File: src/scfg_pkg.sv
// Purpose: Shared constants and types for the system configuration block
// Assumes: 32-bit APB data, 8-bit registers in the low byte of a word
// Notes:   Every offset, bit position and register field reset value lives here
package scfg_pkg;

    // ------------------------------------------------------------
    // Register map (byte addresses)
    // ------------------------------------------------------------
    localparam int          ADDR_W          = 12;
    localparam logic [11:0] OFF_CONFIG_TWO  = 12'h0d8;
    localparam logic [11:0] OFF_CONFIG_ONE  = 12'h0e8;

    // ------------------------------------------------------------
    // Field positions, first register
    // ------------------------------------------------------------
    localparam int C1_TWOWIRE   = 6;
    localparam int C1_RANDOM    = 5;
    localparam int C1_TXECHO    = 4;
    localparam int C1_READVALID = 2;
    localparam int C1_INITPEND  = 1;
    localparam int C1_TIMEREN   = 0;

    // ------------------------------------------------------------
    // Field positions, second register
    // ------------------------------------------------------------
    localparam int C2_GENCALL   = 6;
    localparam int C2_RAMOFF    = 4;
    localparam int C2_RESV_ONE  = 3;
    localparam int C2_WDRESTART = 1;
    localparam int C2_SWRESET   = 0;

    // ------------------------------------------------------------
    // Reset values
    // ------------------------------------------------------------
    localparam logic [7:0]  RST_CONFIG_ONE = 8'h00;
    localparam logic [7:0]  RST_CONFIG_TWO = 8'h18;
    localparam logic        RST_RAMOFF     = 1'h1;
    localparam logic        RST_RESV_ONE   = 1'h1;
    localparam logic [31:0] RST_PRDATA     = 32'h0000_0000;

    // ------------------------------------------------------------
    // Operating modes as reported by the mode straps
    // ------------------------------------------------------------
    typedef enum logic [1:0] {
        SCFG_MODE_TEST   = 2'h0,
        SCFG_MODE_DEBUG  = 2'h1,
        SCFG_MODE_PROG   = 2'h2,
        SCFG_MODE_NORMAL = 2'h3
    } scfg_mode_e;

    // ------------------------------------------------------------
    // Port pin indices
    // ------------------------------------------------------------
    localparam int PIN_SCL  = 0;
    localparam int PIN_SDA  = 1;
    localparam int PIN_ECHO = 2;
    localparam int NUM_PINS = 3;

    // ------------------------------------------------------------
    // Bundles and state
    // ------------------------------------------------------------
    // Port driver bundle; oeN low means the pin is driven
    typedef struct packed {
        logic [2:0] out;
        logic [2:0] oeN;
    } scfg_pins_s;

    // Two-wire controller pad bundle
    typedef struct packed {
        logic sclOut;
        logic sclOeN;
        logic sdaOut;
        logic sdaOeN;
    } scfg_twi_s;

    typedef struct packed {
        logic        twoWire;
        logic        genCall;
        logic        randStart;
        logic        txEcho;
        logic        readValid;
        logic        initPend;
        logic        timerEn;
        logic        ramOff;
        logic        wdRestart;
        logic        swReset;
        logic        timerRun;
        logic        paAuto;
        logic        pready;
        logic        pslverr;
        logic [31:0] prdata;
    } scfg_state_s;

    typedef struct packed {
        logic [2:0] sync1;
        logic [2:0] sync2;
        scfg_pins_s pins;
        logic [2:0] gpioIn;
        logic       sclIn;
        logic       sdaIn;
    } scfg_mux_s;

endpackage

File: src/scfg_pin_mux.sv
// Purpose: Port pin routing between plain I/O, two-wire bus and tx echo
// Assumes: Pin levels arrive asynchronously; controller signals are on clk
// Notes:   Pad outputs are registered, so routing adds one cycle
`timescale 1ns/10ps

module scfg_pin_mux (
    input  wire logic               clk,
    input  wire logic               sys_rst,
    input  wire logic               twowirePinSelect,
    input  wire logic               txEchoEnable,
    input  wire scfg_pkg::scfg_pins_s gpioDrive,
    input  wire scfg_pkg::scfg_twi_s  twiDrive,
    input  wire logic               txData,
    input  wire logic [2:0]         pinIn,
    output      scfg_pkg::scfg_pins_s pinDrive,
    output      logic [2:0]         gpioIn,
    output      logic               twiSclIn,
    output      logic               twiSdaIn
);

    scfg_pkg::scfg_mux_s st_ff;
    scfg_pkg::scfg_mux_s nxt_st;

    // ------------------------------------------------------------
    // Routing
    // ------------------------------------------------------------
    always_comb begin
        nxt_st       = st_ff;
        // Only the second stage is read beyond the synchroniser
        nxt_st.sync1 = pinIn;
        nxt_st.sync2 = st_ff.sync1;
        nxt_st.pins  = gpioDrive;
        nxt_st.gpioIn = st_ff.sync2;
        // Idle bus lines read high when the pins are not routed
        nxt_st.sclIn = 1'h1;
        nxt_st.sdaIn = 1'h1;
        if (twowirePinSelect) begin
            nxt_st.pins.out[scfg_pkg::PIN_SCL] = twiDrive.sclOut;
            nxt_st.pins.oeN[scfg_pkg::PIN_SCL] = twiDrive.sclOeN;
            nxt_st.pins.out[scfg_pkg::PIN_SDA] = twiDrive.sdaOut;
            nxt_st.pins.oeN[scfg_pkg::PIN_SDA] = twiDrive.sdaOeN;
            nxt_st.sclIn = st_ff.sync2[scfg_pkg::PIN_SCL];
            nxt_st.sdaIn = st_ff.sync2[scfg_pkg::PIN_SDA];
        end
        if (txEchoEnable) begin
            nxt_st.pins.out[scfg_pkg::PIN_ECHO] = txData;
            nxt_st.pins.oeN[scfg_pkg::PIN_ECHO] = 1'h0;
        end
    end

    always_ff @(posedge clk or posedge sys_rst) begin
        if (sys_rst) begin
            st_ff <= '{sync1: 3'h7, sync2: 3'h7,
                       pins: '{out: 3'h0, oeN: 3'h7},
                       gpioIn: 3'h7, sclIn: 1'h1, sdaIn: 1'h1};
        end else begin
            st_ff <= nxt_st;
        end
    end

    assign pinDrive = st_ff.pins;
    assign gpioIn   = st_ff.gpioIn;
    assign twiSclIn = st_ff.sclIn;
    assign twiSdaIn = st_ff.sdaIn;

endmodule // scfg_pin_mux

File: src/scfg_regs.sv
// Purpose: System configuration registers behind an APB slave
// Assumes: Status and done pulses come from logic on clk
// Notes:   Wakeup is a one-cycle pulse that keeps a few bits; sys_rst
//          restores every reset value
//
// The APB slave port was decided locally.
`timescale 1ns/10ps

// Functional notes
// - The two-wire select bit routes the two shared pins to the bus.
// - Writing 1 to random start holds it until the number is ready.
// - Echo enable puts tx data on the echo pin and stops auto PA on.
// - The read-valid bit reads 1 only while a period read is trusted.
// - A period write sets the init flag until the new period applies.
// - The timer runs always in normal mode, else as its enable says.
// - The general call enable bit lets the bus answer general calls.
// - Lower RAM power-off bit resets to 1; 1 removes retention power.
// - Writing 1 to watchdog restart holds it until the counter clears.
// - Writing 1 to software reset holds it until that reset is done.
module scfg_regs (
    input  wire logic               clk,
    input  wire logic               sys_rst,
    // APB slave
    input  wire logic               psel,
    input  wire logic               penable,
    input  wire logic               pwrite,
    input  wire logic [11:0]        paddr,
    input  wire logic [31:0]        pwdata,
    input  wire logic [3:0]         pstrb,
    output      logic               pready,
    output      logic [31:0]        prdata,
    output      logic               pslverr,
    // System side
    input  wire logic               wakeupPulse,
    input  wire logic [1:0]         opMode,
    input  wire logic               randomDone,
    input  wire logic               watchdogDone,
    input  wire logic               swResetDone,
    input  wire logic               periodWritten,
    input  wire logic               periodApplied,
    input  wire logic               periodReadCorrupt,
    output      logic               randomStart,
    output      logic               watchdogRestart,
    output      logic               swResetRequest,
    output      logic               timerRun,
    output      logic               powerAmpAutoEnable,
    output      logic               generalCallEnable,
    output      logic               lowerRamPowerOff,
    output      logic               twowirePinSelect,
    output      logic               txEchoEnable,
    // Pins
    input  wire scfg_pkg::scfg_pins_s gpioDrive,
    input  wire scfg_pkg::scfg_twi_s  twiDrive,
    input  wire logic               txData,
    input  wire logic [2:0]         pinIn,
    output      scfg_pkg::scfg_pins_s pinDrive,
    output      logic [2:0]         gpioIn,
    output      logic               twiSclIn,
    output      logic               twiSdaIn
);

    scfg_pkg::scfg_state_s st_ff;
    scfg_pkg::scfg_state_s nxt_st;

    logic       setup;
    logic       access;
    logic       hitOne;
    logic       hitTwo;
    logic       wrByte;
    logic [7:0] wd;
    logic [7:0] rdOne;
    logic [7:0] rdTwo;

    // ------------------------------------------------------------
    // Bus decode
    // ------------------------------------------------------------
    assign setup  = psel && !penable;
    assign access = psel && penable && st_ff.pready;
    assign hitOne = (paddr == scfg_pkg::OFF_CONFIG_ONE);
    assign hitTwo = (paddr == scfg_pkg::OFF_CONFIG_TWO);
    // Registers are one byte wide, so only lane 0 can change them
    assign wrByte = access && pwrite && pstrb[0];
    assign wd     = pwdata[7:0];

    // ------------------------------------------------------------
    // Read views; reserved and unused bits read 0 except bit 3 of two
    // ------------------------------------------------------------
    always_comb begin
        rdOne = 8'h00;
        rdOne[scfg_pkg::C1_TWOWIRE]   = st_ff.twoWire;
        rdOne[scfg_pkg::C1_RANDOM]    = st_ff.randStart;
        rdOne[scfg_pkg::C1_TXECHO]    = st_ff.txEcho;
        rdOne[scfg_pkg::C1_READVALID] = st_ff.readValid;
        rdOne[scfg_pkg::C1_INITPEND]  = st_ff.initPend;
        rdOne[scfg_pkg::C1_TIMEREN]   = st_ff.timerEn;
        rdTwo = 8'h00;
        rdTwo[scfg_pkg::C2_GENCALL]   = st_ff.genCall;
        rdTwo[scfg_pkg::C2_RAMOFF]    = st_ff.ramOff;
        rdTwo[scfg_pkg::C2_RESV_ONE]  = scfg_pkg::RST_RESV_ONE;
        rdTwo[scfg_pkg::C2_WDRESTART] = st_ff.wdRestart;
        rdTwo[scfg_pkg::C2_SWRESET]   = st_ff.swReset;
    end

    // ------------------------------------------------------------
    // Next state
    // ------------------------------------------------------------
    always_comb begin
        nxt_st = st_ff;

        // Bus handshake: one wait-free access phase per transfer
        nxt_st.pready  = setup;
        nxt_st.pslverr = setup && !(hitOne || hitTwo);
        if (setup && !pwrite && hitOne) begin
            nxt_st.prdata = {24'h000000, rdOne};
        end else if (setup && !pwrite && hitTwo) begin
            nxt_st.prdata = {24'h000000, rdTwo};
        end else if (setup) begin
            nxt_st.prdata = scfg_pkg::RST_PRDATA;
        end

        // Hardware clears come first so that a same-cycle write wins
        if (randomDone) begin
            nxt_st.randStart = 1'h0;
        end
        if (watchdogDone) begin
            nxt_st.wdRestart = 1'h0;
        end
        if (swResetDone) begin
            nxt_st.swReset = 1'h0;
        end
        if (periodReadCorrupt) begin
            nxt_st.readValid = 1'h0;
        end
        if (periodApplied) begin
            nxt_st.initPend = 1'h0;
        end
        if (periodWritten) begin
            nxt_st.initPend = 1'h1;
        end

        // Software writes; reserved bits are dropped
        if (wrByte && hitOne) begin
            nxt_st.twoWire   = wd[scfg_pkg::C1_TWOWIRE];
            nxt_st.txEcho    = wd[scfg_pkg::C1_TXECHO];
            nxt_st.timerEn   = wd[scfg_pkg::C1_TIMEREN];
            if (wd[scfg_pkg::C1_READVALID]) begin
                nxt_st.readValid = 1'h1;
            end else begin
                nxt_st.readValid = 1'h0;
            end
            if (wd[scfg_pkg::C1_RANDOM]) begin
                nxt_st.randStart = 1'h1;
            end
        end
        if (wrByte && hitTwo) begin
            nxt_st.genCall = wd[scfg_pkg::C2_GENCALL];
            nxt_st.ramOff  = wd[scfg_pkg::C2_RAMOFF];
            if (wd[scfg_pkg::C2_WDRESTART]) begin
                nxt_st.wdRestart = 1'h1;
            end
            if (wd[scfg_pkg::C2_SWRESET]) begin
                nxt_st.swReset = 1'h1;
            end
        end

        // Wakeup keeps echo, timer enable and RAM power only
        if (wakeupPulse) begin
            nxt_st.twoWire   = 1'h0;
            nxt_st.randStart = 1'h0;
            nxt_st.readValid = 1'h0;
            // A period write in the same cycle still wins over wakeup
            nxt_st.initPend  = periodWritten;
            nxt_st.genCall   = 1'h0;
            nxt_st.wdRestart = 1'h0;
            nxt_st.swReset   = 1'h0;
        end

        // Derived controls, registered so outputs come from flops
        nxt_st.timerRun =
            (scfg_pkg::scfg_mode_e'(opMode) == scfg_pkg::SCFG_MODE_NORMAL)
            || nxt_st.timerEn;
        nxt_st.paAuto = !nxt_st.txEcho;
    end

    // ------------------------------------------------------------
    // State register
    // ------------------------------------------------------------
    always_ff @(posedge clk or posedge sys_rst) begin
        if (sys_rst) begin
            st_ff           <= '0;
            st_ff.ramOff    <= scfg_pkg::RST_RAMOFF;
            st_ff.twoWire   <= scfg_pkg::RST_CONFIG_ONE[scfg_pkg::C1_TWOWIRE];
            st_ff.txEcho    <= scfg_pkg::RST_CONFIG_ONE[scfg_pkg::C1_TXECHO];
            st_ff.timerEn   <= scfg_pkg::RST_CONFIG_ONE[scfg_pkg::C1_TIMEREN];
            st_ff.genCall   <= scfg_pkg::RST_CONFIG_TWO[scfg_pkg::C2_GENCALL];
            st_ff.paAuto    <= 1'h1;
            st_ff.timerRun  <= 1'h0;
            st_ff.prdata    <= scfg_pkg::RST_PRDATA;
        end else begin
            st_ff <= nxt_st;
        end
    end

    // ------------------------------------------------------------
    // Outputs
    // ------------------------------------------------------------
    assign pready             = st_ff.pready;
    assign prdata             = st_ff.prdata;
    assign pslverr            = st_ff.pslverr;
    assign randomStart        = st_ff.randStart;
    assign watchdogRestart    = st_ff.wdRestart;
    assign swResetRequest     = st_ff.swReset;
    assign timerRun           = st_ff.timerRun;
    // Echo mode relies on software turning the amplifier on itself
    assign powerAmpAutoEnable = st_ff.paAuto;
    assign generalCallEnable  = st_ff.genCall;
    assign lowerRamPowerOff   = st_ff.ramOff;
    assign twowirePinSelect   = st_ff.twoWire;
    assign txEchoEnable       = st_ff.txEcho;

    // ------------------------------------------------------------
    // Pin routing
    // ------------------------------------------------------------
    scfg_pin_mux u_pin_mux (
        .clk              (clk),
        .sys_rst          (sys_rst),
        .twowirePinSelect (st_ff.twoWire),
        .txEchoEnable     (st_ff.txEcho),
        .gpioDrive        (gpioDrive),
        .twiDrive         (twiDrive),
        .txData           (txData),
        .pinIn            (pinIn),
        .pinDrive         (pinDrive),
        .gpioIn           (gpioIn),
        .twiSclIn         (twiSclIn),
        .twiSdaIn         (twiSdaIn)
    );

endmodule // scfg_regs

File: config.mk
export PLATFORM = sky130hd
export DESIGN_NAME = scfg_regs
export DESIGN_NICKNAME = d
export VERILOG_FILES = /design/src/scfg_pkg.sv /design/src/scfg_pin_mux.sv /design/src/scfg_regs.sv
export SDC_FILE = /design/constraint.sdc
export NUM_CORES = 1
export LEC_CHECK = 0
export ABC_AREA = 1
export BUFFER_PORTS_ARGS = -buffer_cell sky130_fd_sc_hd__buf_2
export CAP_MARGIN = 10
export CORE_ASPECT_RATIO = 0.8
export CORE_MARGIN = 10
export CORE_UTILIZATION = 36
export DETAILED_ROUTE_END_ITERATION = 10
export HOLD_SLACK_MARGIN = 0.1
export MAX_ROUTING_LAYER = met4
export PLACE_DENSITY = 0.75
export SYNTH_ARGS = -nofsm -noshare
export SYNTH_HDL_FRONTEND = slang
export SYNTH_SLANG_ARGS = --single-unit
File: constraint.sdc
create_clock -name clk -period 1 [get_ports clk]
set_input_delay 0.1 -clock clk [delete_from_list [all_inputs] [get_ports clk]]
set_output_delay 0.1 -clock clk [all_outputs]
set_load 0.01 [all_outputs]
==> results.ini <==
[sta]
post-route-period-util = 1.15
setup_ws_ns = -0.148
report.final.slew_viol_count = 0
max_clock_freq_mhz = 871
rsz0062_at_grt = true
skew_ns = 0.00316
hold_viol = 0
finalSetupViolCount = 20
period_needed_ns = 1.15

[setup_path]
critPathLaunchType = register
critical_path.max_fanout = 6
crit_top_cell = nand3_2
path_class = register to register
crit_path_top_delay_cell = dfrtp_1
worstPathRequired_ns = 1.18
crit_arrival_ns = 1.33
cp_slowest_stage_delay_ns = 0.35
cp_cell_sequence = nand3_2, nor2_4, buf_4, nand3_4, nand3_2, nand2_1
crit_path_end_kind = register

[cts]
insertion_delay_ns = 0.29
cts_buffers = 5
cts_sinks = 38
clockBufferDepth = 2
cts_tree = yes
cts_max_level = 2
cts-root-buf = clkbuf_8
cts.clk_slew.worst_paths_ns = 0.07

[placed_design]
dp.final_hpwl_mm = 3.90
numPortBuffers = 75
dp.cells = 321
place_area_um2 = 2210
place_congestion = 0.811

[power]
ir_worst_vdd_v = 0.000578
leakagePower_uw = 0.00143
power.density_nw_per_um2 = 1140

[yosys]
synth-simple-area-share = 0.235
synth_area_per_cell_um2 = 10.1
yosysSeqAreaShare = 0.545
synth.distinct_cells = 25
synth_xor_area_frac = 0
synthMuxAreaShare = 0.0316
synth-seq-cells = 38
netlist_instances = 177
yosys_most_used_dff = dfrtp_1
ys_async_sr_fraction = 1.00
synth_edf_count = 0
synth-compound-area-share = 0.0232
syn-cell-area_um2 = 1780
yosys.area_share.adder = 0
yosys_warnings = 0
synth_top_family_by_area = simple AND/OR/NAND/NOR gates

[routing]
vias_per_cell = 4.30
drc = 0
finalWirelength_mm = 5.21
wl_per_cell_um = 14.4
drtIter0Drc = 39
num_vias = 1551
first_pass_iters = 4
antenna_left = 0

[layout]
final_cell_mix = buf_2 (64), nand2_1 (32), dlygate4sd3_1 (27)
fin_area_um2 = 2730
antennaDiodeCount = 0
drive_gt1_frac = 0.498
nFillCells = 425
fin_cells = 361
synthToLayoutAreaGrowth_pct = 53.3
final_common_cell = buf_2
finalNetCount = 376

[floorplan]
rows = 22
die_w_um = 98.7
ios = 130
die_area_um2 = 8180
start_util = 0.381
die_y_um = 82.9
core_um2 = 4680

[hold_path]
hold_class = input port to register

[global_route]
grt_remaining_overflow = 0
grt_pass1_vias = 1686
grt.total_usage = 0.128
grt_pass1_wl_mm = 8.40
grt_max_degree = 24
antenna_found_initial = 0

[run_status]
status = finished, violations left
violations = setup timing

[run]
maxCapViolCount = 0

==> logic make-up (layout without fill, tap and decap cells) <==
logic type,count (synthesis),in the layout
multiplexers,5,5
other,1,25
AND/OR/NAND/NOR,77,77
buffers and inverters,49,149
flip-flops,38,38
AO/OA/AOI/OAI,7,7
==> through the flow <==
| stage | setup WS, ns | power [uW] | util | hold WS, ns | TNS [ns] |
|---|---|---|---|---|---|
| global route | -0.271 | 3260 | 0.584 | 0.119 | -2.73 |
| detailed placement | -0.119 | 1960 | 0.472 | 0.136 | -0.801 |
| global placement | -0.0684 | 1940 | 0.472 | 0.128 | -0.409 |
| floorplan | -0.0150 | 1860 | - | 0.104 | -0.0373 |
| CTS | -0.112 | 3130 | 0.575 | 0.104 | -1.01 |
| finish | -0.148 | 3110 | 0.584 | 0.108 | -1.08 |
==> registers in the layout, summed over array words and instances (netlist names), 3 cells and up, named ones only <==
signal and flops:
prdata 7, u_pin_mux.nxt_st 6, u_pin_mux.pinDrive 6, rdOne 3, u_pin_mux.gpioIn 3
==> critical path: cells and delay by family (launching register included) <==
kind,cells,cell delay [ns]
buf+inv,1,0.16
simple gates,5,0.53
flops,1,0.35
==> layout make-up <==
type / count / area [um2] / share of cell area
clock buffers: 6 / 82.6 / 0.0302
clock inverters: 2 / 12.5 / 0.00458
inverters: 22 / 88.8 / 0.0325
multi-input cells: 114 / 649 / 0.238
flip-flops and latches: 38 / 973 / 0.356
well taps: 60 / 75.1 / 0.0275
repair buffers: 119 / 850 / 0.311
==> path summary, 6_finish.rpt <==
check	from	cells after the start	slack, ns	end
max	pready	6	-0.15	generalCallEnable
min in group asynchronous	sys_rst	4	0.37	u_pin_mux.pinDrive[4]
max in group asynchronous	sys_rst	4	0.30	lowerRamPowerOff
min	pwdata[2]	5	0.11	rdOne[2]
min reg2reg	u_pin_mux.nxt_st[4]	0	0.36	u_pin_mux.gpioIn[2]
max reg2reg	pready	6	-0.15	generalCallEnable
==> cells in the mapped netlist (all sizes together) (2+ instances only) <==
cell type	number	area share
dfrtp	22	0.31
inv	21	0.046
buf	26	0.11
nand2	36	0.079
nand4	13	0.046
mux2	5	0.032
o21ai	2	0.0077
a21oi	4	0.011
nand3	12	0.044
nor2	16	0.067
dfstp	16	0.24
==> repair_timing <==
action / CTS / global route
setup buffers: 4 / 1
gates resized for setup: 17 / 9
setup endpoints to repair: 24 / 25
pin swaps: 4 / 4
cloned: 0 / 0
hold endpoints to repair: 51 / 0
hold buffers: 27 / 0
==> layer usage <==
| metal | vias to the layer above | track usage | share of wire |
|---|---|---|---|
| met4 | 0 | 0.0466 | 0.013 |
| met2 | 59 | 0.211 | 0.53 |
| met3 | 5 | 0.0331 | 0.057 |
| li1 | 759 | - | - |
| met1 | 728 | 0.147 | 0.40 |
| met5 | - | - | 0 |
==> report_power, final <==
group | switching [uW] | leakage [uW] | internal [uW]
logic | 215 | 0.000926 | 210
registers | 14.5 | 0.000459 | 1600
clock network | 522 | 0.0000472 | 553
total | 752 | 0.00143 | 2360
No activity file was read; power rests on OpenSTA's default activity.
